## config.mk

```make
export PLATFORM = sky130hd
export DESIGN_NAME = timer_capture_edge_input
export DESIGN_NICKNAME = d
export VERILOG_FILES = /design/src/rtl/tmr_cap_pkg.sv /design/src/rtl/edge_filter.sv /design/src/rtl/timer_capture_edge_input.sv
export SDC_FILE = /design/constraint.sdc
export NUM_CORES = 1
export LEC_CHECK = 0
export ABC_AREA = 1
export BUFFER_PORTS_ARGS = -buffer_cell sky130_fd_sc_hd__buf_2
export CORE_AREA = 2 2 159 161
export DETAILED_ROUTE_END_ITERATION = 10
export DIE_AREA = 0 0 161 163
export HOLD_SLACK_MARGIN = 0.02
export PLACE_DENSITY = 0.48
export SYNTH_ARGS = -nofsm -noshare
export SYNTH_HDL_FRONTEND = slang
export SYNTH_SLANG_ARGS = --single-unit
```

## constraint.sdc

```tcl
create_clock -name clk_sys_in -period 2 [get_ports clk_sys_in]
set_clock_uncertainty 0.1 [all_clocks]
set_input_delay 0.1 -clock clk_sys_in [delete_from_list [all_inputs] [get_ports clk_sys_in]]
set_output_delay 0.1 -clock clk_sys_in [all_outputs]
set_load 0.01 [all_outputs]
```

## src/rtl/tmr_cap_pkg.sv

```systemverilog
package tmr_cap_pkg;
  // Register word offsets (byte addresses)
  localparam logic [5:0] OFF_CTRL = 6'h00;
  localparam logic [5:0] OFF_PRM = 6'h04;
  localparam logic [5:0] OFF_COUNT = 6'h08;
  localparam logic [5:0] OFF_CAPCMP_A = 6'h0C;
  localparam logic [5:0] OFF_CAPCMP_B = 6'h10;
  localparam logic [5:0] OFF_IRQ_STS = 6'h14;
  localparam logic [5:0] OFF_IRQ_CLR = 6'h18;
  localparam logic [5:0] OFF_IRQ_EN = 6'h1C;
  // Control register fields
  localparam int CTRL_RUN = 0;
  localparam int CTRL_MODE_LO = 1;
  localparam int CTRL_OS_EN = 3;
  localparam int CTRL_OS_SWTRIG = 4;
  localparam int CTRL_EXT_CNT = 5;
  localparam int CTRL_A_CMP = 6;
  localparam int CTRL_B_CMP = 7;
  localparam int CTRL_W = 8;
  // Prescaler mode register fields
  localparam int PRM_SEL_LO = 0;
  localparam int PRM_EDGE_A_LO = 2;
  localparam int PRM_EDGE_B_LO = 4;
  localparam int PRM_W = 6;
  localparam logic [PRM_W-1:0] PRM_RESET = 6'h00;
  // Status bits
  localparam int STS_A = 0;
  localparam int STS_B = 1;
  localparam int STS_OVF = 2;
  localparam int STS_W = 3;
  // Counter modes
  localparam logic [1:0] MODE_FREE = 2'h0;
  localparam logic [1:0] MODE_CMP_CLR = 2'h1;
  localparam logic [1:0] MODE_EDGE_CLR = 2'h2;
  // Valid-edge selections
  localparam logic [1:0] EDGE_FALL = 2'h0;
  localparam logic [1:0] EDGE_RISE = 2'h1;
  localparam logic [1:0] EDGE_BOTH = 2'h2;
  // Counter limits
  localparam logic [15:0] CNT_MAX = 16'hFFFF;
  localparam logic [15:0] CNT_ZERO = 16'h0000;
endpackage

```

## src/rtl/edge_filter.sv

```systemverilog
`timescale 1ns/10ps
module edge_filter (
  // Clock and reset
  input wire logic clk_sys_in,
  input wire logic rst_b_in,
  // Sampling and control
  input wire logic sample_in,
  input wire logic run_in,
  input wire logic [1:0] edge_sel_in,
  // Pin and result
  input wire logic pin_in,
  output logic edge_out
);
  logic samp_r;
  logic stable_r;
  logic ran_r;
  logic stable_nxt;
  logic hit;

  // Level accepted only when two consecutive samples agree
  always_comb begin
    stable_nxt = stable_r;
    if (sample_in && (pin_in == samp_r)) begin
      stable_nxt = pin_in;
    end
  end

  // Edge of the accepted level matched against the valid-edge setting
  always_comb begin
    hit = 1'b0;
    if (stable_nxt != stable_r) begin
      unique case (edge_sel_in)
        tmr_cap_pkg::EDGE_FALL: hit = ~stable_nxt;
        tmr_cap_pkg::EDGE_RISE: hit = stable_nxt;
        tmr_cap_pkg::EDGE_BOTH: hit = 1'b1;
        default: hit = 1'b0;
      endcase
    end
  end

  // Remembers that the counter has run since reset
  always_ff @(posedge clk_sys_in or negedge rst_b_in) begin
    if (!rst_b_in) begin
      ran_r <= 1'b0;
    end else if (run_in) begin
      ran_r <= 1'b1;
    end
  end

  // Sample register; level stays low from reset until first run
  always_ff @(posedge clk_sys_in or negedge rst_b_in) begin
    if (!rst_b_in) begin
      samp_r <= 1'b0;
      stable_r <= 1'b0;
    end else if (run_in) begin
      if (sample_in) begin
        samp_r <= pin_in;
      end
      stable_r <= stable_nxt;
    end else if (ran_r) begin
      samp_r <= pin_in;
      stable_r <= pin_in;
    end
  end

  // Edge pulse, suppressed while stopped
  always_ff @(posedge clk_sys_in or negedge rst_b_in) begin
    if (!rst_b_in) begin
      edge_out <= 1'b0;
    end else begin
      edge_out <= run_in & hit;
    end
  end
endmodule

```

## src/rtl/timer_capture_edge_input.sv

```systemverilog
// The register addresses and the Avalon-MM slave port were chosen for this implementation.
`timescale 1ns/10ps
// Notes on behaviour
// - One-shot works in free-running and edge-clear modes, never compare-clear.
// - Input-a edge used as count clock disables captures into register b.
// - Counter value is captured on the count clock falling edge.
// - Capture interrupt rises at the following count clock rising edge.
// - A register in compare mode ignores capture triggers.
// - High pin at first enable after reset gives a rising edge once two samples agree.
// - High pin at re-enable after a stop gives no rising edge.
// - Input-a filter samples system clock for counting, count clock otherwise.
// - Capture starts only after two consecutive samples of valid level.
// - Input pins are ignored while the timer is stopped.
// - Capture wins over a coinciding register write; written value lost.
module timer_capture_edge_input #(
  parameter int DIV_BASE = 1
) (
  // Clock and reset
  input wire logic clk_sys_in,
  input wire logic rst_b_in,
  // Avalon-MM slave
  input wire logic [5:0] avs_address_in,
  input wire logic avs_read_in,
  input wire logic avs_write_in,
  input wire logic [31:0] avs_writedata_in,
  output logic [31:0] avs_readdata_out,
  output logic avs_waitrequest_out,
  // Timer pins
  input wire logic timer_input_a_in,
  input wire logic timer_input_b_in,
  output logic oneshot_out,
  // Interrupts
  output logic irq_capcmp_a_out,
  output logic irq_capcmp_b_out,
  output logic irq_out
);
  ////////////////////////////////////////////////////////////////////////////
  logic ack_r;
  logic wr_go;
  logic [tmr_cap_pkg::CTRL_W-1:0] ctrl_r;
  logic [tmr_cap_pkg::PRM_W-1:0] prescaler_mode_reg_r;
  logic [15:0] up_counter_16_r;
  logic [15:0] capcmp_reg_a_r;
  logic [15:0] capcmp_reg_b_r;
  logic [tmr_cap_pkg::STS_W-1:0] sts_r;
  logic [tmr_cap_pkg::STS_W-1:0] irq_en_r;
  logic [tmr_cap_pkg::STS_W-1:0] sts_ev;
  logic [tmr_cap_pkg::STS_W-1:0] sts_clr;
  logic run;
  logic ext_cnt;
  logic a_cmp;
  logic b_cmp;
  logic [1:0] mode;
  logic [7:0] presc_r;
  logic [7:0] half;
  logic cnt_clk_r;
  logic toggle;
  logic rise_tick;
  logic fall_tick;
  logic samp_a;
  logic edge_a;
  logic edge_b;
  logic cnt_inc;
  logic cnt_clr;
  logic ovf;
  logic trig_a_r;
  logic trig_b_r;
  logic cap_a_do;
  logic cap_b_do;
  logic pend_a_r;
  logic pend_b_r;
  logic match_a;
  logic match_b;
  logic os_trig;
  logic os_act_r;

  assign run = ctrl_r[tmr_cap_pkg::CTRL_RUN];
  assign ext_cnt = ctrl_r[tmr_cap_pkg::CTRL_EXT_CNT];
  assign a_cmp = ctrl_r[tmr_cap_pkg::CTRL_A_CMP];
  assign b_cmp = ctrl_r[tmr_cap_pkg::CTRL_B_CMP];
  assign mode = ctrl_r[tmr_cap_pkg::CTRL_MODE_LO +: 2];

  ////////////////////////////////////////////////////////////////////////////
  // Bus handshake: one wait cycle, then the request completes
  assign avs_waitrequest_out = (avs_read_in | avs_write_in) & ~ack_r;
  assign wr_go = avs_write_in & ack_r;
  assign sts_clr = (wr_go && avs_address_in == tmr_cap_pkg::OFF_IRQ_CLR) ?
    avs_writedata_in[tmr_cap_pkg::STS_W-1:0] : '0;

  always_ff @(posedge clk_sys_in or negedge rst_b_in) begin
    if (!rst_b_in) begin
      ack_r <= 1'b0;
    end else begin
      ack_r <= (avs_read_in | avs_write_in) & ~ack_r;
    end
  end

  // Read data captured in the wait cycle; a capture in flight may race it
  always_ff @(posedge clk_sys_in or negedge rst_b_in) begin
    if (!rst_b_in) begin
      avs_readdata_out <= 32'h0000_0000;
    end else if (avs_read_in && !ack_r) begin
      unique case (avs_address_in)
        tmr_cap_pkg::OFF_CTRL: avs_readdata_out <= 32'(ctrl_r);
        tmr_cap_pkg::OFF_PRM: avs_readdata_out <= 32'(prescaler_mode_reg_r);
        tmr_cap_pkg::OFF_COUNT: avs_readdata_out <= 32'(up_counter_16_r);
        tmr_cap_pkg::OFF_CAPCMP_A: avs_readdata_out <= 32'(capcmp_reg_a_r);
        tmr_cap_pkg::OFF_CAPCMP_B: avs_readdata_out <= 32'(capcmp_reg_b_r);
        tmr_cap_pkg::OFF_IRQ_STS: avs_readdata_out <= 32'(sts_r);
        tmr_cap_pkg::OFF_IRQ_EN: avs_readdata_out <= 32'(irq_en_r);
        default: avs_readdata_out <= 32'h0000_0000;
      endcase
    end
  end

  // Control register; software trigger bit is a self-clearing strobe
  always_ff @(posedge clk_sys_in or negedge rst_b_in) begin
    if (!rst_b_in) begin
      ctrl_r <= '0;
    end else if (wr_go && avs_address_in == tmr_cap_pkg::OFF_CTRL) begin
      ctrl_r <= avs_writedata_in[tmr_cap_pkg::CTRL_W-1:0];
    end else begin
      ctrl_r[tmr_cap_pkg::CTRL_OS_SWTRIG] <= 1'b0;
    end
  end

  // Prescaler and edge selection only accepted while stopped
  always_ff @(posedge clk_sys_in or negedge rst_b_in) begin
    if (!rst_b_in) begin
      prescaler_mode_reg_r <= tmr_cap_pkg::PRM_RESET;
    end else if (wr_go && !run &&
                 avs_address_in == tmr_cap_pkg::OFF_PRM) begin
      prescaler_mode_reg_r <= avs_writedata_in[tmr_cap_pkg::PRM_W-1:0];
    end
  end

  // Interrupt enable register
  always_ff @(posedge clk_sys_in or negedge rst_b_in) begin
    if (!rst_b_in) begin
      irq_en_r <= '0;
    end else if (wr_go && avs_address_in == tmr_cap_pkg::OFF_IRQ_EN) begin
      irq_en_r <= avs_writedata_in[tmr_cap_pkg::STS_W-1:0];
    end
  end

  // Sticky status, a new event wins over a clear
  always_ff @(posedge clk_sys_in or negedge rst_b_in) begin
    if (!rst_b_in) begin
      sts_r <= '0;
      irq_out <= 1'b0;
    end else begin
      sts_r <= (sts_r & ~sts_clr) | sts_ev;
      irq_out <= |(((sts_r & ~sts_clr) | sts_ev) & irq_en_r);
    end
  end

  ////////////////////////////////////////////////////////////////////////////
  // Prescaler makes the count clock as a square wave
  assign half = 8'(DIV_BASE) <<
    prescaler_mode_reg_r[tmr_cap_pkg::PRM_SEL_LO +: 2];
  assign toggle = run && (presc_r == half - 8'h01);
  assign rise_tick = toggle & ~cnt_clk_r;
  assign fall_tick = toggle & cnt_clk_r;

  always_ff @(posedge clk_sys_in or negedge rst_b_in) begin
    if (!rst_b_in) begin
      presc_r <= 8'h00;
      cnt_clk_r <= 1'b0;
    end else if (!run) begin
      presc_r <= 8'h00;
      cnt_clk_r <= 1'b0;
    end else if (toggle) begin
      presc_r <= 8'h00;
      cnt_clk_r <= ~cnt_clk_r;
    end else begin
      presc_r <= presc_r + 8'h01;
    end
  end

  ////////////////////////////////////////////////////////////////////////////
  // Input a filter runs on the system clock when it is the count source
  assign samp_a = ext_cnt ? 1'b1 : rise_tick;

  edge_filter u_filt_a (
    .clk_sys_in(clk_sys_in),
    .rst_b_in(rst_b_in),
    .sample_in(samp_a),
    .run_in(run),
    .edge_sel_in(prescaler_mode_reg_r[tmr_cap_pkg::PRM_EDGE_A_LO +: 2]),
    .pin_in(timer_input_a_in),
    .edge_out(edge_a)
  );

  edge_filter u_filt_b (
    .clk_sys_in(clk_sys_in),
    .rst_b_in(rst_b_in),
    .sample_in(rise_tick),
    .run_in(run),
    .edge_sel_in(prescaler_mode_reg_r[tmr_cap_pkg::PRM_EDGE_B_LO +: 2]),
    .pin_in(timer_input_b_in),
    .edge_out(edge_b)
  );

  ////////////////////////////////////////////////////////////////////////////
  // Counter: count, clear on match or on input a edge
  assign cnt_inc = ext_cnt ? edge_a : rise_tick;
  assign match_a = rise_tick && up_counter_16_r == capcmp_reg_a_r;
  assign match_b = rise_tick && up_counter_16_r == capcmp_reg_b_r;
  assign cnt_clr = (mode == tmr_cap_pkg::MODE_CMP_CLR && match_a) ||
    (mode == tmr_cap_pkg::MODE_EDGE_CLR && edge_a && !ext_cnt);
  assign ovf = cnt_inc && !cnt_clr && up_counter_16_r == tmr_cap_pkg::CNT_MAX;

  always_ff @(posedge clk_sys_in or negedge rst_b_in) begin
    if (!rst_b_in) begin
      up_counter_16_r <= tmr_cap_pkg::CNT_ZERO;
    end else if (!run || cnt_clr) begin
      up_counter_16_r <= tmr_cap_pkg::CNT_ZERO;
    end else if (cnt_inc) begin
      up_counter_16_r <= up_counter_16_r + 16'h0001;
    end
  end

  ////////////////////////////////////////////////////////////////////////////
  // Trigger waits for the next count clock falling edge
  always_ff @(posedge clk_sys_in or negedge rst_b_in) begin
    if (!rst_b_in) begin
      trig_a_r <= 1'b0;
      trig_b_r <= 1'b0;
    end else if (!run) begin
      trig_a_r <= 1'b0;
      trig_b_r <= 1'b0;
    end else begin
      trig_a_r <= (trig_a_r & ~fall_tick) | (edge_b & ~a_cmp);
      trig_b_r <= (trig_b_r & ~fall_tick) |
        (edge_a & ~b_cmp & ~ext_cnt);
    end
  end

  assign cap_a_do = trig_a_r & fall_tick;
  assign cap_b_do = trig_b_r & fall_tick;

  // Capture registers; capture has priority over a bus write
  always_ff @(posedge clk_sys_in or negedge rst_b_in) begin
    if (!rst_b_in) begin
      capcmp_reg_a_r <= tmr_cap_pkg::CNT_ZERO;
    end else if (cap_a_do) begin
      capcmp_reg_a_r <= up_counter_16_r;
    end else if (wr_go && avs_address_in == tmr_cap_pkg::OFF_CAPCMP_A) begin
      capcmp_reg_a_r <= avs_writedata_in[15:0];
    end
  end

  always_ff @(posedge clk_sys_in or negedge rst_b_in) begin
    if (!rst_b_in) begin
      capcmp_reg_b_r <= tmr_cap_pkg::CNT_ZERO;
    end else if (cap_b_do) begin
      capcmp_reg_b_r <= up_counter_16_r;
    end else if (wr_go && avs_address_in == tmr_cap_pkg::OFF_CAPCMP_B) begin
      capcmp_reg_b_r <= avs_writedata_in[15:0];
    end
  end

  // Capture interrupt held until the next count clock rising edge
  always_ff @(posedge clk_sys_in or negedge rst_b_in) begin
    if (!rst_b_in) begin
      pend_a_r <= 1'b0;
      pend_b_r <= 1'b0;
      irq_capcmp_a_out <= 1'b0;
      irq_capcmp_b_out <= 1'b0;
    end else begin
      pend_a_r <= run & (cap_a_do | (pend_a_r & ~rise_tick));
      pend_b_r <= run & (cap_b_do | (pend_b_r & ~rise_tick));
      irq_capcmp_a_out <= (pend_a_r & rise_tick) | (match_a & a_cmp);
      irq_capcmp_b_out <= (pend_b_r & rise_tick) | (match_b & b_cmp);
    end
  end

  assign sts_ev = {ovf, irq_capcmp_b_out, irq_capcmp_a_out};

  ////////////////////////////////////////////////////////////////////////////
  // One-shot: armed by a trigger, high from match b to match a
  assign os_trig = run && ctrl_r[tmr_cap_pkg::CTRL_OS_EN] &&
    mode != tmr_cap_pkg::MODE_CMP_CLR &&
    (ctrl_r[tmr_cap_pkg::CTRL_OS_SWTRIG] ||
     (mode == tmr_cap_pkg::MODE_EDGE_CLR && edge_a));

  always_ff @(posedge clk_sys_in or negedge rst_b_in) begin
    if (!rst_b_in) begin
      os_act_r <= 1'b0;
      oneshot_out <= 1'b0;
    end else if (!run || mode == tmr_cap_pkg::MODE_CMP_CLR) begin
      os_act_r <= 1'b0;
      oneshot_out <= 1'b0;
    end else if (os_act_r) begin
      if (match_a) begin
        os_act_r <= 1'b0;
        oneshot_out <= 1'b0;
      end else if (match_b) begin
        oneshot_out <= 1'b1;
      end
    end else if (os_trig) begin
      os_act_r <= 1'b1;
    end
  end
endmodule

```

==> metrics.txt, run 1 <==
status finished clean; Yosys reg bits 110; initial antenna violation count 0; pin count of the biggest net entering global routing 40; DRC violation count after routing 0; commonest non-fill, non-tap cells in the layout nand2_1 (180), dfrtp_1 (105), inv_1 (100); CORE AREA ~25,000 um2; Synth cell types 46; Mapped Avg Cell Area 7.92 um2; CP Cell Sequence nor2_1, nand3_2, nor2_4, nand3_4, nor2_4, nand2_4, buf_4, nand3_1, o221ai_1; fin crit share 0.932; fill count 2,680; Main synth FF type dfrtp_1; Max stage delay on crit path approximately 0.41 ns; overall routing resource usage 0.142; final antenna-violating net count 0; number of global-route vias before repair 5,339; layout cells sized above 1 0.203; I/O Pins slightly above 80; leak pwr roughly 3.6 nW; Final Wtd Congestion approximately 0.83; CP endpoint kind flip-flop; Final Max Tran Viols 0; later-pin clock latency in the skew report ~0.36 ns; Via density between 4 and 5; Die Span Y 163 um; GR Overflow Total 0; FF+latch area between 2000 and 3000 um2; DP Cell Count 1,186; Critical-path top delay cell dfrtp_1; CP most frequent cell nor2_4; Pwr Density ~680 nW/um2; Hold WC Path Type input pin to flip-flop; TritonCTS Buffers 9; RSZ-0062 raised after global routing yes; Post-synth EDFFs 0; Arrival @ worst endpoint between 1.5 and 2 ns; worst slack, placed ~0.040 ns; synthesized instance count approximately 760; Max VDD drop 0.350 mV; Final Net Count between 900 and 1k; crit start category flip-flop; Util after Layout 0.312; Avg WL per Cell 14.9 um; top-area cell type share of the netlist area 0.458; buffers added on ports 48; clock share of power 0.345; Final Setup Violations 0; clock slew at reported path FFs approximately 0.08 ns; cell taking the most area after synthesis dfrtp_1; Req. time, crit path 2.12 ns; Row Count between 50 and 60; post-synthesis async set-or-reset flop share 1.00; Max Root-Sink Buffers 2; CP Max Fanout 13; drt pass-1 iters 5; die width 161 um; CTS Root Cell clkbuf_16; cell area after synthesis around 6000 um2; minimum period implied by the final worst setup slack between 1.5 and 2 ns; commonest non-fill, non-tap cell in the layout nand2_1; final hold violation count 0; area of the multi-input gates ~2800 um2; total number of vias about 5.5k; Least-Margin Pin Slew ~0.56 ns; Syn. warnings 0; HPWL after DPL between 10 and 15 mm; Die Area around 26,000 um2; CTS tree built; routed wire length around 18 mm; sw frac 0.298; clk sink count between 100 and 150; sequential cell area fraction in the yosys report 0.458; Slew headroom 0.629; Initial Util 0.244; Seq pwr share 0.489; switching power between 1.5 and 2 mW; max-cap violation count 0; CP Class flip-flop to flip-flop; Final Power 5.19 mW; Area Growth Syn to Fin 28.0%; n_diodes 0; combinational power share 0.166; # H-tree levels 3; P_int between 3 and 4 mW; Max Fclk approximately 0.54 GHz; Synth area leaders dfrtp_1 (46%), nand2_1 (11%), inv_1 (6.2%); drt initial violations between 300 and 400; first-pass GRT wire length approximately 30 mm; PnR worst setup slack 0.137 ns; non-filler cells, final approximately 1.2k
-- sequential cells by signal, summed over array words and instances, names as in the netlist, 3 cells and up --
name / count
ctrl_r: 8
prescaler_mode_reg_r: 6
up_counter_16_r: 16
sts_r: 3
capcmp_reg_b_r: 16
capcmp_reg_a_r: 16
irq_en_r: 3
avs_readdata_out: 16
presc_r: 8
-- area by class of cell --
type	count	share of cell area
multi-input combinational	523	0.360
sequential	110	0.359
timing repair buffer	144	0.138
tap	330	0.0537
inverter	105	0.0522
clock buffer	10	0.0311
clock inverter	6	0.00602
-- cell families (layout without fill, tap and decap cells) --
| group | after synthesis | after routing | share of synthesized area |
|---|---|---|---|
| buffers and inverters | 143 | 265 | 0.105 |
| adder cells (fa/ha/maj) | 2 | 2 | 0.00416 |
| flip-flops | 110 | 110 | 0.458 |
| other | 1 | 16 | 0.000624 |
| multiplexers | 1 | 1 | 0.00187 |
| AND/OR/NAND/NOR | 355 | 356 | 0.267 |
| AO/OA/AOI/OAI | 132 | 133 | 0.141 |
| XOR/XNOR | 15 | 15 | 0.0219 |
-- what timing repair did --
| item | in CTS | in global routing |
|---|---|---|
| hold buffers | 21 | 0 |
| endpoints found under the hold margin | 81 | 0 |
| endpoints found under the setup margin | 0 | 49 |
| buffers inserted | 0 | 3 |
| gates resized for setup | 0 | 25 |
-- per-stage QoR --
step / instance area [um2] / TNS, ns / hold slack, ns
after floorplan: 6070 / 0 / -0.296
after global placement: 7050 / 0 / 0.0349
after detailed placement: 7050 / 0 / 0.0297
after CTS: 7550 / 0 / 0.114
after global routing: 7690 / -0.0966 / 0.181
final: 7690 / 0 / 0.125
-- power by group through the flow --
stage / sequential [mW] / clock (mW) / combinational (mW)
after floorplan: 2.56 / 0 / 0.521
after global placement: 2.58 / 0 / 0.784
after detailed placement: 2.58 / 0 / 0.790
after CTS: 2.54 / 1.84 / 0.824
after global routing: 2.57 / 1.92 / 0.984
final: 2.54 / 1.79 / 0.863
-- critical path, delay by kind of cell, from the launching register on --
| family | cells | cell delay (ns) |
|---|---|---|
| flip-flops | 1 | 0.41 |
| buffers and inverters | 1 | 0.21 |
| AND/OR/NAND/NOR | 7 | 0.88 |
| AO/OA/AOI/OAI | 1 | 0.11 |
-- per-layer routing --
layer,track usage,vias up,share of wire
met5,0,-,0
met1,0.200,2627,0.50
met3,0.0176,15,0.034
met2,0.228,109,0.46
met4,0.0471,0,0.015
li1,-,2772,-
-- cell usage after synthesis, types with 2 or more instances --
cell and number:
nand2_1 182, dfrtp_1 110, inv_1 100, nand3_1 63, nor2_1 59, o21ai_0 46
o221ai_1 33, a21oi_1 24, nand4_1 19, buf_4 17, o22ai_1 15, buf_2 11
xnor2_1 9, clkbuf_1 8, xor2_1 6, nand2_2 5, nor2_2 5, a211oi_1 3
clkinv_1 3, nand3_2 3, nor2_4 3, nor3_1 3, and3_1 2, buf_6 2
ha_1 2, nand2_4 2, nand3b_1 2, nor3b_1 2, nor4_1 2, o21bai_1 2
-- final timing paths --
path / start / endpoint / slack [ns] / cells after the start
setup / recovery: presc_r[6] / capcmp_reg_b_r[4] / 0.14 / 9
hold / removal: avs_address_in[5] / irq_en_r[0] / 0.13 / 4
setup reg to reg: presc_r[6] / capcmp_reg_b_r[4] / 0.14 / 9
hold reg to reg: ack_r / ack_r / 0.37 / 1
max in group asynchronous: rst_b_in / prescaler_mode_reg_r[1] / 0.98 / 3
min in group asynchronous: rst_b_in / u_filt_a.ran_r / 0.16 / 2
Power figures use the tool's default switching activity.
==> run 2: changes to the inputs <==
--- a/config.mk
+++ b/config.mk
@@ -6,12 +6,12 @@
 export NUM_CORES = 1
 export LEC_CHECK = 0
 export ABC_AREA = 1
-export BUFFER_PORTS_ARGS = -buffer_cell sky130_fd_sc_hd__buf_2
 export CORE_AREA = 2 2 159 161
 export DETAILED_ROUTE_END_ITERATION = 10
 export DIE_AREA = 0 0 161 163
+export DONT_BUFFER_PORTS = 1
 export HOLD_SLACK_MARGIN = 0.02
-export PLACE_DENSITY = 0.48
+export PLACE_DENSITY = 0.45
 export SYNTH_ARGS = -nofsm -noshare
 export SYNTH_HDL_FRONTEND = slang
 export SYNTH_SLANG_ARGS = --single-unit
==> metrics.txt, run 2 (synthesis results as in run 1) <==
CORE AREA about 25,000 um2; overall routing resource usage 0.144; CP Max Fanout 2; Final Setup Violations 0; commonest non-fill, non-tap cells in the layout nand2_1 (181), dfrtp_1 (108), inv_1 (100); Row Count 58; first-pass GRT wire length 29.1 mm; fill count between 2k and 3k; I/O Pins 81; P_int ~3.8 mW; Area Growth Syn to Fin 24.6%; DRC violation count after routing 0; R2R setup slack about 0.10 ns; area of the multi-input gates between 2000 and 3000 um2; reg2reg end irq_out; CP endpoint kind flip-flop; Pwr Density approximately 700 nW/um2; commonest non-fill, non-tap cell in the layout nand2_1; Arrival @ worst endpoint 2.09 ns; total number of vias roughly 5.3k; worst slack, placed 0.0160 ns; TritonCTS Buffers 9; initial antenna violation count 1; drt pass-1 iters 5; fin crit share 0.948; Slew headroom 0.646; Reg2Reg Depth 12; later-pin clock latency in the skew report roughly 0.36 ns; drt initial violations around 320; Seq pwr share 0.488; leak pwr 3.41 nW; max-cap violation count 0; sw frac 0.277; Hold Buf Count CTS 21; layout cells sized above 1 0.162; number of global-route vias before repair 5,207; clock share of power 0.371; PnR worst setup slack between 0.1 and 0.15 ns; Least-Margin Pin Slew about 0.53 ns; switching power roughly 1.4 mW; failing checks hold timing; Final Wtd Congestion ~0.8; Die Span Y 163 um; minimum period implied by the final worst setup slack 1.90 ns; clk sink count 110; HPWL after DPL between 10 and 15 mm; GR Overflow Total 0; FF+latch area 2760 um2; final antenna-violating net count 0; Via density approximately 4.5; non-filler cells, final ~1.2k; FF-to-FF Start up_counter_16_r[1]; CTS tree built; Final Max Tran Viols 0; final hold violation count between 100 and 150; Max VDD drop ~0.36 mV; die width about 160 um; clock slew at reported path FFs 0.08 ns; Die Area between 20,000 and 30,000 um2; # H-tree levels 3; Req. time, crit path around 2.2 ns; status complete, but fails checks; buffers added on ports 0; Final Net Count between 800 and 900; WHS -0.662 ns; Max Fclk 0.528 GHz; routed wire length 18.5 mm; combinational power share 0.141; Initial Util 0.244; DP Cell Count 1,142; CTS Root Cell clkbuf_16; CP Class flip-flop to flip-flop; crit start category flip-flop; Hold WC Path Type input pin to async pin; Avg WL per Cell roughly 16 um; Max Root-Sink Buffers 2; pin count of the biggest net entering global routing 111
==> run 2: cell count changes in the layout (fill, tap and decap cells not counted), sizes merged <==
| cell | before | now |
|---|---|---|
| buf | 123 | 77 |
| clkinvlp | 4 | 1 |
| diode | 0 | 1 |
| clkbuf | 10 | 12 |
| bufinv | 0 | 1 |
| inv | 103 | 102 |
| nand2 | 190 | 189 |
==> run 2: what timing repair did <==
action | 4_1_cts | 5_1_grt
gates cloned | 0 | 1
pin swaps | 0 | 5
endpoints found under the setup margin | 2 | 54
buffers inserted | 0 | 1
gates resized for setup | 2 | 28
endpoints found under the hold margin | 171 | 110
==> run 2: how the worst max path moves through the flow <==
stage | from | endpoint | slack, ns | depth (start not counted)
after CTS | prescaler_mode_reg_r[1] | capcmp_reg_b_r[15] | 0.002 | 9
after global placement | up_counter_16_r[4] | up_counter_16_r[14] | 0.02 | 11
final | up_counter_16_r[1] | irq_out | 0.10 | 12
after global routing | up_counter_16_r[1] | irq_out | -0.006 | 12
after detailed placement | up_counter_16_r[4] | up_counter_16_r[14] | 0.02 | 11
after floorplan | prescaler_mode_reg_r[0] | capcmp_reg_b_r[7] | 0.24 | 9
==> run 2: power by group through the flow <==
stage | clock [mW] | sequential (mW) | combinational [mW]
2_1_floorplan | 0 | 2.56 | 0.521
3_3_place_gp | 0 | 2.59 | 0.663
3_5_place_dp | 0 | 2.59 | 0.665
4_1_cts | 1.99 | 2.55 | 0.715
5_1_grt | 2.08 | 2.58 | 0.835
6_report | 1.94 | 2.55 | 0.736
==> run 2: area by class of cell <==
cell class,count,share of cell area
timing repair buffer,98,0.110
sequential,110,0.368
antenna,1,0.000334
clock buffer,12,0.0356
multi-input combinational,522,0.371
tap,330,0.0551
clock inverter,3,0.00568
inverter,105,0.0536
==> run 2: worst max-delay path, cell delays in order (launching register included) <==
cell and delay (ns):
dfrtp_1 0.36, ha_1 0.18, nand2_1 0.09, inv_1 0.07
nand2_1 0.08, nor2_2 0.13, nand3_2 0.11, nor3_2 0.14
buf_4 0.14, nand3_1 0.08, o21ai_2 0.20, nand2_1 0.07
nand2_1 0.06
==> run 2: per-layer routing <==
| layer | routed length [um] | up-vias | GRT usage |
|---|---|---|---|
| met5 | 0 | - | 0 |
| met4 | 237 | 0 | 0.0479 |
| met3 | 786 | 10 | 0.0196 |
| met2 | 8250 | 117 | 0.220 |
| met1 | 9200 | 2511 | 0.208 |
| li1 | - | 2670 | - |
==> run 2: metrics by stage <==
stage | util | hold slack, ns | total power [mW] | instance area [um2] | TNS [ns]
2_1_floorplan | - | -0.296 | 3.08 | 6070 | 0
3_3_place_gp | 0.277 | -0.288 | 3.25 | 6840 | 0
3_5_place_dp | 0.277 | -0.287 | 3.26 | 6840 | 0
4_1_cts | 0.299 | -0.675 | 5.25 | 7370 | 0
5_1_grt | 0.303 | -0.676 | 5.49 | 7490 | -0.00623
6_report | 0.303 | -0.662 | 5.23 | 7490 | 0
